**src/hdl/card_config_regs.vh**
```
// Offsets, field positions, reset values and timing counts of the card setup
`ifndef CARD_CONFIG_REGS_VH
`define CARD_CONFIG_REGS_VH

// ---------------------------------------------------------------
// Register offsets in attribute space
// ---------------------------------------------------------------
`define CFG_BASE_OFFSET 11'h200
`define OPTION_SETUP_OFFSET 11'h200
`define CARD_STATE_OFFSET 11'h202
`define SIGNAL_SUBSTITUTE_OFFSET 11'h204
`define SLOT_DRIVE_OFFSET 11'h206

// ---------------------------------------------------------------
// Field positions
// ---------------------------------------------------------------
`define SOFT_RESET_BIT_POS 7
`define LEVEL_IRQ_SELECT_POS 6
`define CONFIG_INDEX_MSB 5
`define CHANGED_POS 7
`define STATUS_CHANGE_ENABLE_POS 6
`define BYTE_IO_REQUEST_POS 5
`define POWER_SAVE_REQUEST_POS 2
`define IRQ_STATE_POS 1
`define READY_CHANGED_POS 5
`define WP_CHANGED_POS 4
`define READY_STATE_POS 1
`define WP_MASK_POS 0
`define DRIVE_NUMBER_POS 4

// ---------------------------------------------------------------
// Reset values and mode codes
// ---------------------------------------------------------------
`define OPTION_SETUP_RESET 8'h00
`define CARD_STATE_RESET 8'h00
`define SLOT_DRIVE_RESET 8'h00
`define MODE_MEMORY 6'h00
`define MODE_CONTIGUOUS_IO 6'h01
`define MODE_PRIMARY_IO 6'h02
`define MODE_SECONDARY_IO 6'h03

// ---------------------------------------------------------------
// Timing
// ---------------------------------------------------------------
`define CLOCK_PERIOD_NS 10
`define POWER_SWITCH_NS 1000
`define POWER_SWITCH_CYCLES \
   ((`POWER_SWITCH_NS + `CLOCK_PERIOD_NS - 1) / `CLOCK_PERIOD_NS)

`endif

```
**src/hdl/card_power_tracker.v**
```verilog
// Power state of the card with busy time on every state change except reset or clear
`timescale 1ns/1ps
`include "card_config_regs.vh"

module card_power_tracker #(
   parameter SWITCH_CYCLES = `POWER_SWITCH_CYCLES
) (
   input wire i_clock,
   input wire i_rst,
   input wire i_clear,
   input wire i_request_write,
   input wire i_request_value,
   input wire i_idle,
   input wire i_command_arrived,
   output reg o_power_saving,
   output wire o_ready
);

   reg [15:0] busy_count;
   reg next_saving;
   reg change;

   always @* begin
      next_saving = o_power_saving;
      if (i_request_write) begin
         next_saving = i_request_value;
      end else if (i_command_arrived) begin
         next_saving = 1'b0;
      end else if (i_idle) begin
         next_saving = 1'b1;
      end
      change = next_saving != o_power_saving;
   end

   // ---------------------------------------------------------------
   // State and busy countdown
   // ---------------------------------------------------------------
   always @(posedge i_clock or posedge i_rst) begin
      if (i_rst) begin
         o_power_saving <= 1'b0;
         busy_count <= 16'h0000;
      end else if (i_clear) begin
         o_power_saving <= 1'b0;
         busy_count <= 16'h0000;
      end else begin
         o_power_saving <= next_saving; // [RULE15] [RULE16]
         if (change) begin
            busy_count <= SWITCH_CYCLES[15:0]; // [RULE15]
         end else if (busy_count != 16'h0000) begin
            busy_count <= busy_count - 16'h0001;
         end
      end
   end

   assign o_ready = busy_count == 16'h0000;

endmodule // card_power_tracker

```
**src/hdl/card_config_register_decode.v**
```verilog
// Attribute-space decode and card configuration registers
`timescale 1ns/1ps
`include "card_config_regs.vh"

// Summary of operation
// RULE1 - Config registers sit at attribute 200h, apart from common memory.
// RULE2 - Host writes attribute space only at config register locations.
// RULE3 - Hit on low enable, attribute select, A10=0, A9=1, A8..A3=0, A0=0.
// RULE4 - Attribute select high decodes common memory low, high or word lanes.
// RULE5 - Structure read on A10=A9=0, A0=0; both enables high is standby.
// RULE6 - Structure writes and odd-byte structure accesses flag invalid.
// RULE7 - Soft-reset bit holds card in reset; clearing leaves it unconfigured.
// RULE8 - Soft-reset bit clears on power-up and hardware reset.
// RULE9 - Interrupt-mode bit selects level when 1, pulse when 0; resets 0.
// RULE10 - Six-bit index picks memory, contiguous, primary or secondary I/O.
// RULE11 - Task-file addresses decoded per selected mode.
// RULE12 - Changed is ready-changed or wp-changed; status pin low if enabled.
// RULE13 - Status-change enable is read/write; when 0 in I/O, status pin high.
// RULE14 - Eight-bit I/O request is stored for readback and otherwise ignored.
// RULE15 - Power-down bit selects power saving; any change makes ready busy.
// RULE16 - Card sleeps when idle and wakes on a command by itself.
// RULE17 - Interrupt bit mirrors internal request; 0 when disable bit set.
// RULE18 - Host finds register locations through the information structure.
// RULE19 - Ready-changed flag sets whenever internal ready toggles.
// RULE20 - Host uses 8-bit even accesses in attribute space, low byte only.
// RULE21 - Status changed, interrupt bits ignore writes; D4, D3, D0 read 0.
module card_config_register_decode #(
   parameter SWITCH_CYCLES = `POWER_SWITCH_CYCLES
) (
   input wire i_clock,
   input wire i_rst,
   input wire i_low_byte_enable_n,
   input wire i_high_byte_enable_n,
   input wire i_attr_select_n,
   input wire i_read_strobe_n,
   input wire i_write_strobe_n,
   input wire i_io_read_n,
   input wire i_io_write_n,
   input wire [10:0] i_addr,
   input wire [7:0] i_data,
   input wire i_irq_request,
   input wire i_irq_disable_bit,
   input wire i_idle,
   input wire i_command_arrived,
   output reg [7:0] o_data,
   output reg o_data_oe,
   output wire o_status_changed_out_n,
   output wire o_soft_reset_active,
   output wire o_level_irq_select,
   output wire [5:0] o_config_index,
   output wire o_io_mode,
   output wire o_power_saving,
   output wire o_ready,
   output wire o_standby,
   output wire o_common_low_lane,
   output wire o_common_high_lane,
   output wire o_common_word,
   output wire o_info_read,
   output wire o_invalid_access,
   output wire o_taskfile_hit
);

   // ---------------------------------------------------------------
   // Pin synchronisers
   // ---------------------------------------------------------------
   localparam PIN_W = 7 + 11 + 8;
   wire [PIN_W-1:0] pins_raw;
   reg [PIN_W-1:0] pins_meta;
   reg [PIN_W-1:0] pins_sync;
   reg write_strobe_prev;

   assign pins_raw = {i_low_byte_enable_n, i_high_byte_enable_n,
      i_attr_select_n, i_read_strobe_n, i_write_strobe_n, i_io_read_n,
      i_io_write_n, i_addr, i_data};

   always @(posedge i_clock or posedge i_rst) begin
      if (i_rst) begin
         pins_meta <= {PIN_W{1'b1}};
         pins_sync <= {PIN_W{1'b1}};
         write_strobe_prev <= 1'b1;
      end else begin
         pins_meta <= pins_raw;
         pins_sync <= pins_meta;
         write_strobe_prev <= pins_sync[PIN_W-5];
      end
   end

   wire ce1_n = pins_sync[PIN_W-1];
   wire ce2_n = pins_sync[PIN_W-2];
   wire reg_n = pins_sync[PIN_W-3];
   wire oe_n = pins_sync[PIN_W-4];
   wire we_n = pins_sync[PIN_W-5];
   wire iord_n = pins_sync[PIN_W-6];
   wire iowr_n = pins_sync[PIN_W-7];
   wire [10:0] addr = pins_sync[18:8];
   wire [7:0] wdata = pins_sync[7:0];
   // One write per falling edge of the synchronised strobe
   wire write_edge = write_strobe_prev & ~we_n;

   // ---------------------------------------------------------------
   // Space decode
   // ---------------------------------------------------------------
   wire mem_read = ~oe_n & we_n;
   wire mem_write = oe_n & ~we_n;
   wire attr_cycle = ~reg_n & (mem_read | mem_write);
   wire cfg_hit = ~ce1_n & ~reg_n & ~addr[10] & addr[9]
      & (addr[8:3] == 6'h00) & ~addr[0]; // [RULE1] [RULE3]
   wire [1:0] cfg_sel = addr[2:1]; // [RULE3]
   wire cis_space = ~addr[10] & ~addr[9];
   wire odd_attr = (~ce1_n & ce2_n & addr[0]) | (ce1_n & ~ce2_n);

   assign o_standby = ce1_n & ce2_n; // [RULE5]
   assign o_common_low_lane = reg_n & ~ce1_n & ce2_n
      & (mem_read | mem_write); // [RULE4]
   assign o_common_high_lane = reg_n & ce1_n & ~ce2_n
      & (mem_read | mem_write); // [RULE4]
   assign o_common_word = reg_n & ~ce1_n & ~ce2_n & ~addr[0]
      & (mem_read | mem_write); // [RULE4]
   assign o_info_read = ~reg_n & ~ce1_n & mem_read & cis_space
      & ~addr[0]; // [RULE5]
   assign o_invalid_access = attr_cycle & ~o_standby
      & ((~ce1_n & cis_space & mem_write) | odd_attr); // [RULE6]

   // Writes act once, on the first synchronised low of the strobe
   wire cfg_write = cfg_hit & mem_write & write_edge;

   // ---------------------------------------------------------------
   // Option setup register
   // ---------------------------------------------------------------
   reg [7:0] option_setup_reg;
   wire soft_reset = option_setup_reg[`SOFT_RESET_BIT_POS];
   wire wr_option = cfg_write & (cfg_sel == 2'd0);

   always @(posedge i_clock or posedge i_rst) begin
      if (i_rst) begin
         option_setup_reg <= `OPTION_SETUP_RESET; // [RULE8] [RULE9] [RULE10]
      end else if (wr_option) begin
         if (wdata[`SOFT_RESET_BIT_POS]) begin
            option_setup_reg <= 8'h80; // [RULE7]
         end else begin
            option_setup_reg <= wdata;
         end
      end
   end

   assign o_soft_reset_active = soft_reset; // [RULE7]
   assign o_level_irq_select =
      option_setup_reg[`LEVEL_IRQ_SELECT_POS]; // [RULE9]
   assign o_config_index = option_setup_reg[`CONFIG_INDEX_MSB:0]; // [RULE10]
   assign o_io_mode = o_config_index != `MODE_MEMORY;

   // ---------------------------------------------------------------
   // Task-file decode per mode
   // ---------------------------------------------------------------
   reg tf_range;
   always @* begin
      case (o_config_index)
         `MODE_MEMORY: begin
            tf_range = addr[10] | (addr[9:4] == 6'h00);
         end
         `MODE_CONTIGUOUS_IO: begin
            tf_range = 1'b1;
         end
         `MODE_PRIMARY_IO: begin
            tf_range = (addr[9:3] == 7'h3E) | (addr[9:1] == 9'h1FB);
         end
         `MODE_SECONDARY_IO: begin
            tf_range = (addr[9:3] == 7'h2E) | (addr[9:1] == 9'h1BB);
         end
         default: begin
            tf_range = 1'b0;
         end
      endcase
   end

   assign o_taskfile_hit = ~soft_reset & ~o_standby & tf_range
      & (o_io_mode ? (~reg_n & (~iord_n | ~iowr_n))
         : (reg_n & (mem_read | mem_write))); // [RULE11]

   // ---------------------------------------------------------------
   // Card state register and power
   // ---------------------------------------------------------------
   reg status_change_enable;
   reg byte_io_request;
   reg power_save_request;
   wire wr_state = cfg_write & (cfg_sel == 2'd1);

   always @(posedge i_clock or posedge i_rst) begin
      if (i_rst) begin
         status_change_enable <= 1'b0;
         byte_io_request <= 1'b0;
         power_save_request <= 1'b0;
      end else if (soft_reset) begin
         status_change_enable <= 1'b0;
         byte_io_request <= 1'b0;
         power_save_request <= 1'b0;
      end else if (wr_state) begin
         status_change_enable <= wdata[`STATUS_CHANGE_ENABLE_POS]; // [RULE13]
         byte_io_request <= wdata[`BYTE_IO_REQUEST_POS]; // [RULE14]
         power_save_request <= wdata[`POWER_SAVE_REQUEST_POS]; // [RULE15]
      end
   end

   card_power_tracker #(
      .SWITCH_CYCLES(SWITCH_CYCLES)
   ) power_tracker (
      .i_clock(i_clock),
      .i_rst(i_rst),
      .i_clear(soft_reset),
      .i_request_write(wr_state),
      .i_request_value(wdata[`POWER_SAVE_REQUEST_POS]),
      .i_idle(i_idle),
      .i_command_arrived(i_command_arrived),
      .o_power_saving(o_power_saving),
      .o_ready(o_ready)
   );

   // ---------------------------------------------------------------
   // Signal substitute and slot drive registers
   // ---------------------------------------------------------------
   reg ready_changed_flag;
   reg wp_changed_flag;
   reg ready_prev;
   reg drive_number;
   wire wr_subst = cfg_write & (cfg_sel == 2'd2);
   wire wr_slot = cfg_write & (cfg_sel == 2'd3);
   wire ready_toggle = ready_prev ^ o_ready;

   always @(posedge i_clock or posedge i_rst) begin
      if (i_rst) begin
         ready_changed_flag <= 1'b0;
         wp_changed_flag <= 1'b0;
         ready_prev <= 1'b1;
         drive_number <= 1'b0;
      end else begin
         ready_prev <= o_ready;
         if (soft_reset) begin
            ready_changed_flag <= 1'b0;
            wp_changed_flag <= 1'b0;
            drive_number <= 1'b0;
         end else begin
            // A hardware set wins over a host write in the same cycle
            if (ready_toggle) begin
               ready_changed_flag <= 1'b1; // [RULE19]
            end else if (wr_subst & wdata[`READY_STATE_POS]) begin
               ready_changed_flag <= wdata[`READY_CHANGED_POS];
            end
            if (wr_subst & wdata[`WP_MASK_POS]) begin
               wp_changed_flag <= wdata[`WP_CHANGED_POS];
            end
            if (wr_slot) begin
               drive_number <= wdata[`DRIVE_NUMBER_POS];
            end
         end
      end
   end

   wire changed = ready_changed_flag | wp_changed_flag; // [RULE12]
   wire irq_state = i_irq_request & ~i_irq_disable_bit; // [RULE17]
   // Status pin follows changed only in I/O configuration
   assign o_status_changed_out_n = ~(o_io_mode & changed
      & status_change_enable); // [RULE12] [RULE13]

   // ---------------------------------------------------------------
   // Read data
   // ---------------------------------------------------------------
   reg [7:0] read_value;
   always @* begin
      case (cfg_sel)
         2'd0: begin
            read_value = option_setup_reg;
         end
         2'd1: begin
            read_value = {changed, status_change_enable, byte_io_request,
               2'b00, power_save_request, irq_state, 1'b0}; // [RULE21]
         end
         2'd2: begin
            read_value = {2'b00, ready_changed_flag, wp_changed_flag,
               2'b11, o_ready, 1'b0};
         end
         2'd3: begin
            read_value = {3'b000, drive_number, 4'h0};
         end
         default: begin
            read_value = 8'h00;
         end
      endcase
   end

   always @(posedge i_clock or posedge i_rst) begin
      if (i_rst) begin
         o_data <= 8'h00;
         o_data_oe <= 1'b0;
      end else begin
         // Read data is registered while the decode holds
         o_data_oe <= cfg_hit & mem_read;
         if (cfg_hit & mem_read) begin
            o_data <= read_value;
         end
      end
   end

endmodule // card_config_register_decode

```
**config.mk**
```make
export PLATFORM = sky130hd
export DESIGN_NAME = card_config_register_decode
export DESIGN_NICKNAME = d
export VERILOG_FILES = /design/src/hdl/card_power_tracker.v /design/src/hdl/card_config_register_decode.v
export VERILOG_INCLUDE_DIRS = /design/src /design/src/hdl
export SDC_FILE = /design/constraint.sdc
export NUM_CORES = 1
export LEC_CHECK = 0
export ABC_AREA = 1
export BUFFER_PORTS_ARGS = -buffer_cell sky130_fd_sc_hd__buf_2
export CORE_MARGIN = 1.5
export CORE_UTILIZATION = 41
export CTS_BUF_LIST = sky130_fd_sc_hd__clkbuf_8
export CTS_CLUSTER_DIAMETER = 80
export DETAILED_ROUTE_END_ITERATION = 10
export SYNTH_ARGS = -nofsm -noshare
export SYNTH_HDL_FRONTEND = slang
export SYNTH_HIERARCHICAL = 1
export SYNTH_SLANG_ARGS = --single-unit
```
**constraint.sdc**
```tcl
create_clock -name i_clock -period 6.1 [get_ports i_clock]
set_clock_uncertainty 0.05 [all_clocks]
set_input_delay 1.22 -clock i_clock [delete_from_list [all_inputs] [get_ports i_clock]]
set_output_delay 1.22 -clock i_clock [all_outputs]
set_load 0.01 [all_outputs]
```
== Yosys cells after proc, flatten, opt, wreduce, memory -nomap -nowiden ==
Index checks and enable logic that the tools add are counted.

* Flip-flop bits (word level): 94
* Bits of input ports: 32
* Output and inout port bits: 28

* Add/subtract/negate cells: 1
* Eq/ne operators: 11
* Mux-type cells: 24
* Bitwise operators: 70
* Reduce and logical (&&, ||, !) cells: 12

{| class="wikitable"
|+ Operator list
! kind !! count
|-
| 16-bit 2-to-1 mux || 3
|-
| 1-bit AND || 47
|-
| 8-bit case mux with 4 select lines || 1
|-
| 9-bit == test, second input constant || 2
|-
| 6-bit zero test || 3
|-
| 1-bit 2-to-1 mux || 18
|-
| 16-bit zero test || 1
|-
| 16-bit nonzero test || 1
|-
| 16-bit by 1-bit subtractor with 16-bit output, second input constant || 1
|-
| 7-bit by 6-bit == test with 1-bit output, second input constant || 2
|-
| 1-bit inverter || 14
|-
| 6-bit by 2-bit == test with 1-bit output, second input constant || 2
|-
| 8-bit 2-to-1 mux || 1
|-
| 1-bit OR || 8
|-
| 6-bit by 1-bit == test with 1-bit output, second input constant || 1
|-
| 2-bit nonzero test || 3
|-
| 3-bit nonzero test || 2
|-
| 6-bit nonzero test || 1
|-
| 2-bit == test, second input constant || 2
|-
| 1-bit case mux with 4 select lines || 1
|-
| 2-bit by 1-bit == test with 1-bit output, second input constant || 1
|-
| 2-bit zero test || 1
|-
| 1-bit != test || 1
|-
| 1-bit bitwise XOR || 1
|}

== Longest topological paths before layout ==
* Depth in word-level cells: 13
* Depth in mapped cells: 14

== Cells and area by module ==
The synthesis kept the hierarchy.

{| class="wikitable"
|+ Modules (own cells, without submodules)
! module !! instances !! cells each !! area an instance (µm²) !! sequential area each (µm²)
|-
| card_config_register_decode || 1 || 248 || 2861.5 || 1994.4
|-
| card_power_tracker || 1 || 160 || 1173.6 || 425.4
|}

== Worst setup path before layout ==
Ideal clock, no wire load.

* Kind: flip-flop to output port
* Start: register pins_sync[21]
* End: output port o_common_word
* Arrival: 1.395 ns
* Required time: 4.830 ns
* Path slack: 3.435 ns
* Stages on the path, launching flop included: 6
* Buffers on the path: 0
* Cells stage by stage: dfstp_2 inv_1 ha_1 nor2_1 inv_1 nor4_1

* Word-level cells in the longest chain between the ends: 4
* Elaborated cells between the ends (all ways): 5

{| class="wikitable"
|+ Ends and longest elaborated chain
! item !! line !! text
|-
| from (decl) || card_config_register_decode.v:69 || <nowiki>reg [PIN_W-1:0] pins_sync;</nowiki>
|-
| from (signal assigned) || card_config_register_decode.v:79 || <nowiki>pins_sync <= {PIN_W{1'b1}};</nowiki>
|-
| from (signal assigned) || card_config_register_decode.v:83 || <nowiki>pins_sync <= pins_meta;</nowiki>
|-
| 1-bit inverter || card_config_register_decode.v:104 || <nowiki>wire mem_write = oe_n & ~we_n;</nowiki>
|-
| 1-bit AND || card_config_register_decode.v:104 ||
|-
| 1-bit OR * || card_config_register_decode.v:118 || <nowiki>& (mem_read | mem_write);</nowiki>
|-
| 1-bit AND * || card_config_register_decode.v:118 ||
|-
| to (decl) || card_config_register_decode.v:57 || <nowiki>output wire o_common_word,</nowiki>
|}

Every way passes the cells marked *; elsewhere a longest branch is shown, timed or not.

== Worst setup path after layout ==
Same ends and word-level chain as after synthesis.

==> summary.txt <==
FLOORPLANNING
------------------------------------------------------------------------------------
Vertical die dimension ................................................       102 um
Starting density of the core ..........................................        41.9%
FP Rows ...............................................................           36
Area of the die .......................................................   0.0104 mm2
Core area .............................................................  0.00964 mm2
Overall die width .....................................................       102 um
I/O pin count .........................................................           60

DETAILED ROUTING
------------------------------------------------------------------------------------
Total wire length .....................................................      7930 um
Number of optimization iterations in the first detailed-route pass ....            5
Post-route DRC violation count ........................................            0
Average vias per placed instance ......................................         4.67
Routed length per placed instance .....................................      12.9 um
Number of nets with antenna violations after routing ..................            0
Detailed-route via count ..............................................         2869
Initial DRC count .....................................................          120

PLACED DESIGN
------------------------------------------------------------------------------------
Final weighted congestion in routability-driven placement .............        0.854
Port Buf Inserts ......................................................           59
Worst Setup Slack post-DPL ............................................      3.37 ns
Detail Placement HPWL .................................................      5860 um

TIMING
------------------------------------------------------------------------------------
Achievable Freq .......................................................      324 MHz
Aggregate negative setup slack ........................................         0 ns
Tcrit/Tclk final ......................................................        50.7%
Setup-violating endpoint count in the final report ....................            0
Final hold slack ......................................................     0.302 ns
Post-route worst setup slack ..........................................      3.01 ns
Relative slew slack ...................................................        38.2%
Setup repair after global routing missed its margin ...................        false
Final number of hold-violating endpoints ..............................            0
Final Slew Violations .................................................            0
Clock period minus worst slack ........................................      3.09 ns
Actual slew at the worst max-slew pin .................................     0.927 ns

WORST SETUP PATH
------------------------------------------------------------------------------------
Largest driver fanout on the critical path ............................            3
Critical path's largest stage delay ...................................      0.55 ns
Crit path DAT .........................................................      1.82 ns
Worst path most repeated cell .........................................        inv_1
Worst setup SP type ...................................................         flop
Cells along the critical path ......................................... inv_1 > ha_1 > nor2_1 > inv_1 > nor4_1 > buf_2
Kind of cell adding the most delay to the critical path ...............   flip-flops
Worst-path cell with the longest stage delay ..........................      dfstp_2
Crit end category .....................................................  output port
Startpoint-to-endpoint class of the critical path .....................      reg2out
Count of buffering cells on the critical path with inverters included .            3
Data required time of the worst path ..................................      4.83 ns

RUN
------------------------------------------------------------------------------------
Max-Cap Viols .........................................................            0

YOSYS
------------------------------------------------------------------------------------
Yosys Warn Count ......................................................            6
Mean instance size in the synthesized netlist .........................     9.89 um2
Cell taking the most area after synthesis .............................      dfstp_2
Part of the Yosys area used for sequential elements ...................        60.0%
Synth top cells by count .............................................. nand2_1 (87), dfstp_2 (54), inv_1 (49), nor2_1 (49), dfrtp_1 (40)
Top area cells in the synthesized netlist ............................. dfstp_2 (35%), dfrtp_1 (25%), nand2_1 (8.1%), inv_1 (4.6%), nor2_1 (4.6%)
Number of instances in the synthesized netlist ........................          408
Count leader, synth ...................................................      nand2_1
Unique cell type count in the Yosys netlist ...........................           42
EDFF count, synth .....................................................            0
Share of flip-flops with an asynchronous set or reset after synthesis .         100%
Flop and latch count out of synthesis .................................           94
Area fraction of the dominant cell type after synthesis ...............        35.2%
Cell Area, Synth ......................................................  0.00404 mm2
Syn_nets ..............................................................          443
Post-synth top flop ...................................................      dfstp_2

GRT
------------------------------------------------------------------------------------
Pin count of the biggest net entering global routing ..................           78
Global route overflow .................................................            0
Wire length of the first global-routing pass ..........................     13000 um
Total track usage .....................................................        16.4%
Vias in the first global route ........................................         2713
Number of antenna violations at the first check in global routing .....            0

POWER AND IR DROP
------------------------------------------------------------------------------------
Share of power burned in registers ....................................        57.2%
Switching portion of total power ......................................        25.0%
Cell-internal power ...................................................       910 uW
PwrDens ...............................................................   260 mW/mm2
Worst ir drop on vdd ..................................................   0.000137 V
Clock network fraction of total power .................................        32.6%
Combinational group share of total power ..............................        10.3%
Leakage power of the design ...........................................      2.38 nW
Net switching power of the design .....................................       304 uW

LAYOUT
------------------------------------------------------------------------------------
Fraction of layout cells with a size suffix above 1 ...................        35.1%
Number of fillers in the final layout .................................          939
Area added between synthesis and finish ...............................        15.9%
Number of antenna diodes ..............................................            0
Count of nets after finishing .........................................          511
Largest registers ..................................................... pins_meta (26), pins_sync (26), power_tracker/busy_count (16)

CLOCK TREE
------------------------------------------------------------------------------------
TritonCTS Buffers .....................................................            9
Resized Gates After CTS ...............................................            0
Number of H-tree levels ...............................................            3
Clock root buffer .....................................................     clkbuf_8
Post-CTS setup buffers ................................................            0
Insertion delay of the later-clocked pin in the worst-skew pair .......      0.35 ns
Clock sink count ......................................................           94
Max Root-Sink Buffers .................................................            2
Clock-pin slew on the worst setup and hold paths ......................      0.09 ns
Clock tree from TritonCTS .............................................          yes
Number of buffers inserted for hold repair after clock tree synthesis .            0

OUTCOME
------------------------------------------------------------------------------------
Outcome ...............................................................    completed

HOLD PATH
------------------------------------------------------------------------------------
Hold crit path type ...................................................      reg2reg

==> worst register-to-register path: cells and delay by family (launching register included) <==
kind | cells | cell delay [ns]
adder cells (fa/ha/maj) | 1 | 0.15
flip-flops | 1 | 0.54
AND/OR/NAND/NOR | 10 | 1.46
==> cells in the final DEF (no fill, tap or decap), types with 2 or more instances in the layout <==
| cell | n |
|---|---|
| nand2_1 | 87 |
| buf_2 | 59 |
| dfstp_2 | 54 |
| inv_1 | 50 |
| nor2_1 | 49 |
| dfrtp_1 | 40 |
| nand3_1 | 28 |
| nand4_1 | 12 |
| clkbuf_8 | 10 |
| nor2_2 | 9 |
| o21ai_0 | 9 |
| a21oi_1 | 7 |
| nand2_2 | 6 |
| inv_2 | 5 |
| o21ai_2 | 4 |
| xor2_1 | 4 |
| nor2_8 | 4 |
| nand3_4 | 3 |
| nor2_4 | 3 |
| nand3b_1 | 3 |
| ha_1 | 3 |
| a221oi_1 | 2 |
| o21ai_1 | 2 |
| nor4_1 | 2 |
| nor3_1 | 2 |
| o21a_1 | 2 |
| clkinv_2 | 2 |
| nand2_4 | 2 |
| or2_4 | 2 |
==> area by class of cell <==
class	count	area (um2)	share of cell area (%)
sequential	94	2420	51.8
tap	133	166	3.56
clock inverter	6	53.8	1.15
clock buffer	10	138	2.94
inverter	54	203	4.34
multi-input combinational	257	1390	29.8
timing repair buffer	60	303	6.48
==> power by group through the flow <==
stage          registers [mW]  logic, mW  clock network, mW
6_report                0.694      0.125              0.395
5_1_grt                 0.699      0.144              0.438
4_1_cts                 0.694      0.127              0.410
3_5_place_dp            0.704      0.126                  0
3_3_place_gp            0.704      0.125                  0
2_1_floorplan           0.699     0.0937                  0
==> metrics by stage <==
step	cell area (um2)	util, %	instances	total power, mW
after floorplan	4040	-	408	0.793
after global placement	4480	46.5	598	0.829
after detailed placement	4480	46.5	598	0.830
after CTS	4680	48.5	614	1.23
after global routing	4680	48.5	614	1.28
final	4680	48.5	614	1.21
==> final timing paths <==
path / startpoint / to / slack (ns) / cells after the start
worst min-delay path: pins_meta[18]$_DFF_PP1_ / pins_sync[18]$_DFF_PP1_ / 0.30 / 0
max in group asynchronous: i_rst / o_data[0]$_DFFE_PP0P_ / 4.29 / 3
worst max-delay path: pins_sync[21]$_DFF_PP1_ / o_common_word / 3.01 / 6
worst min register to register: pins_meta[18]$_DFF_PP1_ / pins_sync[18]$_DFF_PP1_ / 0.30 / 0
min in group asynchronous: i_rst / power_tracker/busy_count[3]$_DFFE_PP0P_ / 0.92 / 2
worst max register to register: pins_sync[22]$_DFF_PP1_ / power_tracker/busy_count[2]$_DFFE_PP0P_ / 3.78 / 11
==> kinds of logic (layout without fill, tap and decap cells) <==
| kind of cell | count (synthesis) | count (layout) | share of synthesized area [%] |
|---|---|---|---|
| buffers and inverters | 57 | 130 | 5.52 |
| adders and majority gates | 3 | 3 | 0.930 |
| xor gates and xnor gates | 5 | 5 | 1.09 |
| and+or+nand+nor | 215 | 215 | 27.1 |
| DFF | 94 | 94 | 60.0 |
| AOI/OAI and AO/OA | 34 | 34 | 5.40 |
==> routing by layer <==
layer	vias up	global-route usage, %	part of all wire (%)
met5	-	0	0
met4	0	6.64	2.1
met3	16	3.90	5.6
met2	82	25.3	47
met1	1339	22.3	46
li1	1432	-	-
Note: power is estimated with default switching activity, not from simulation.
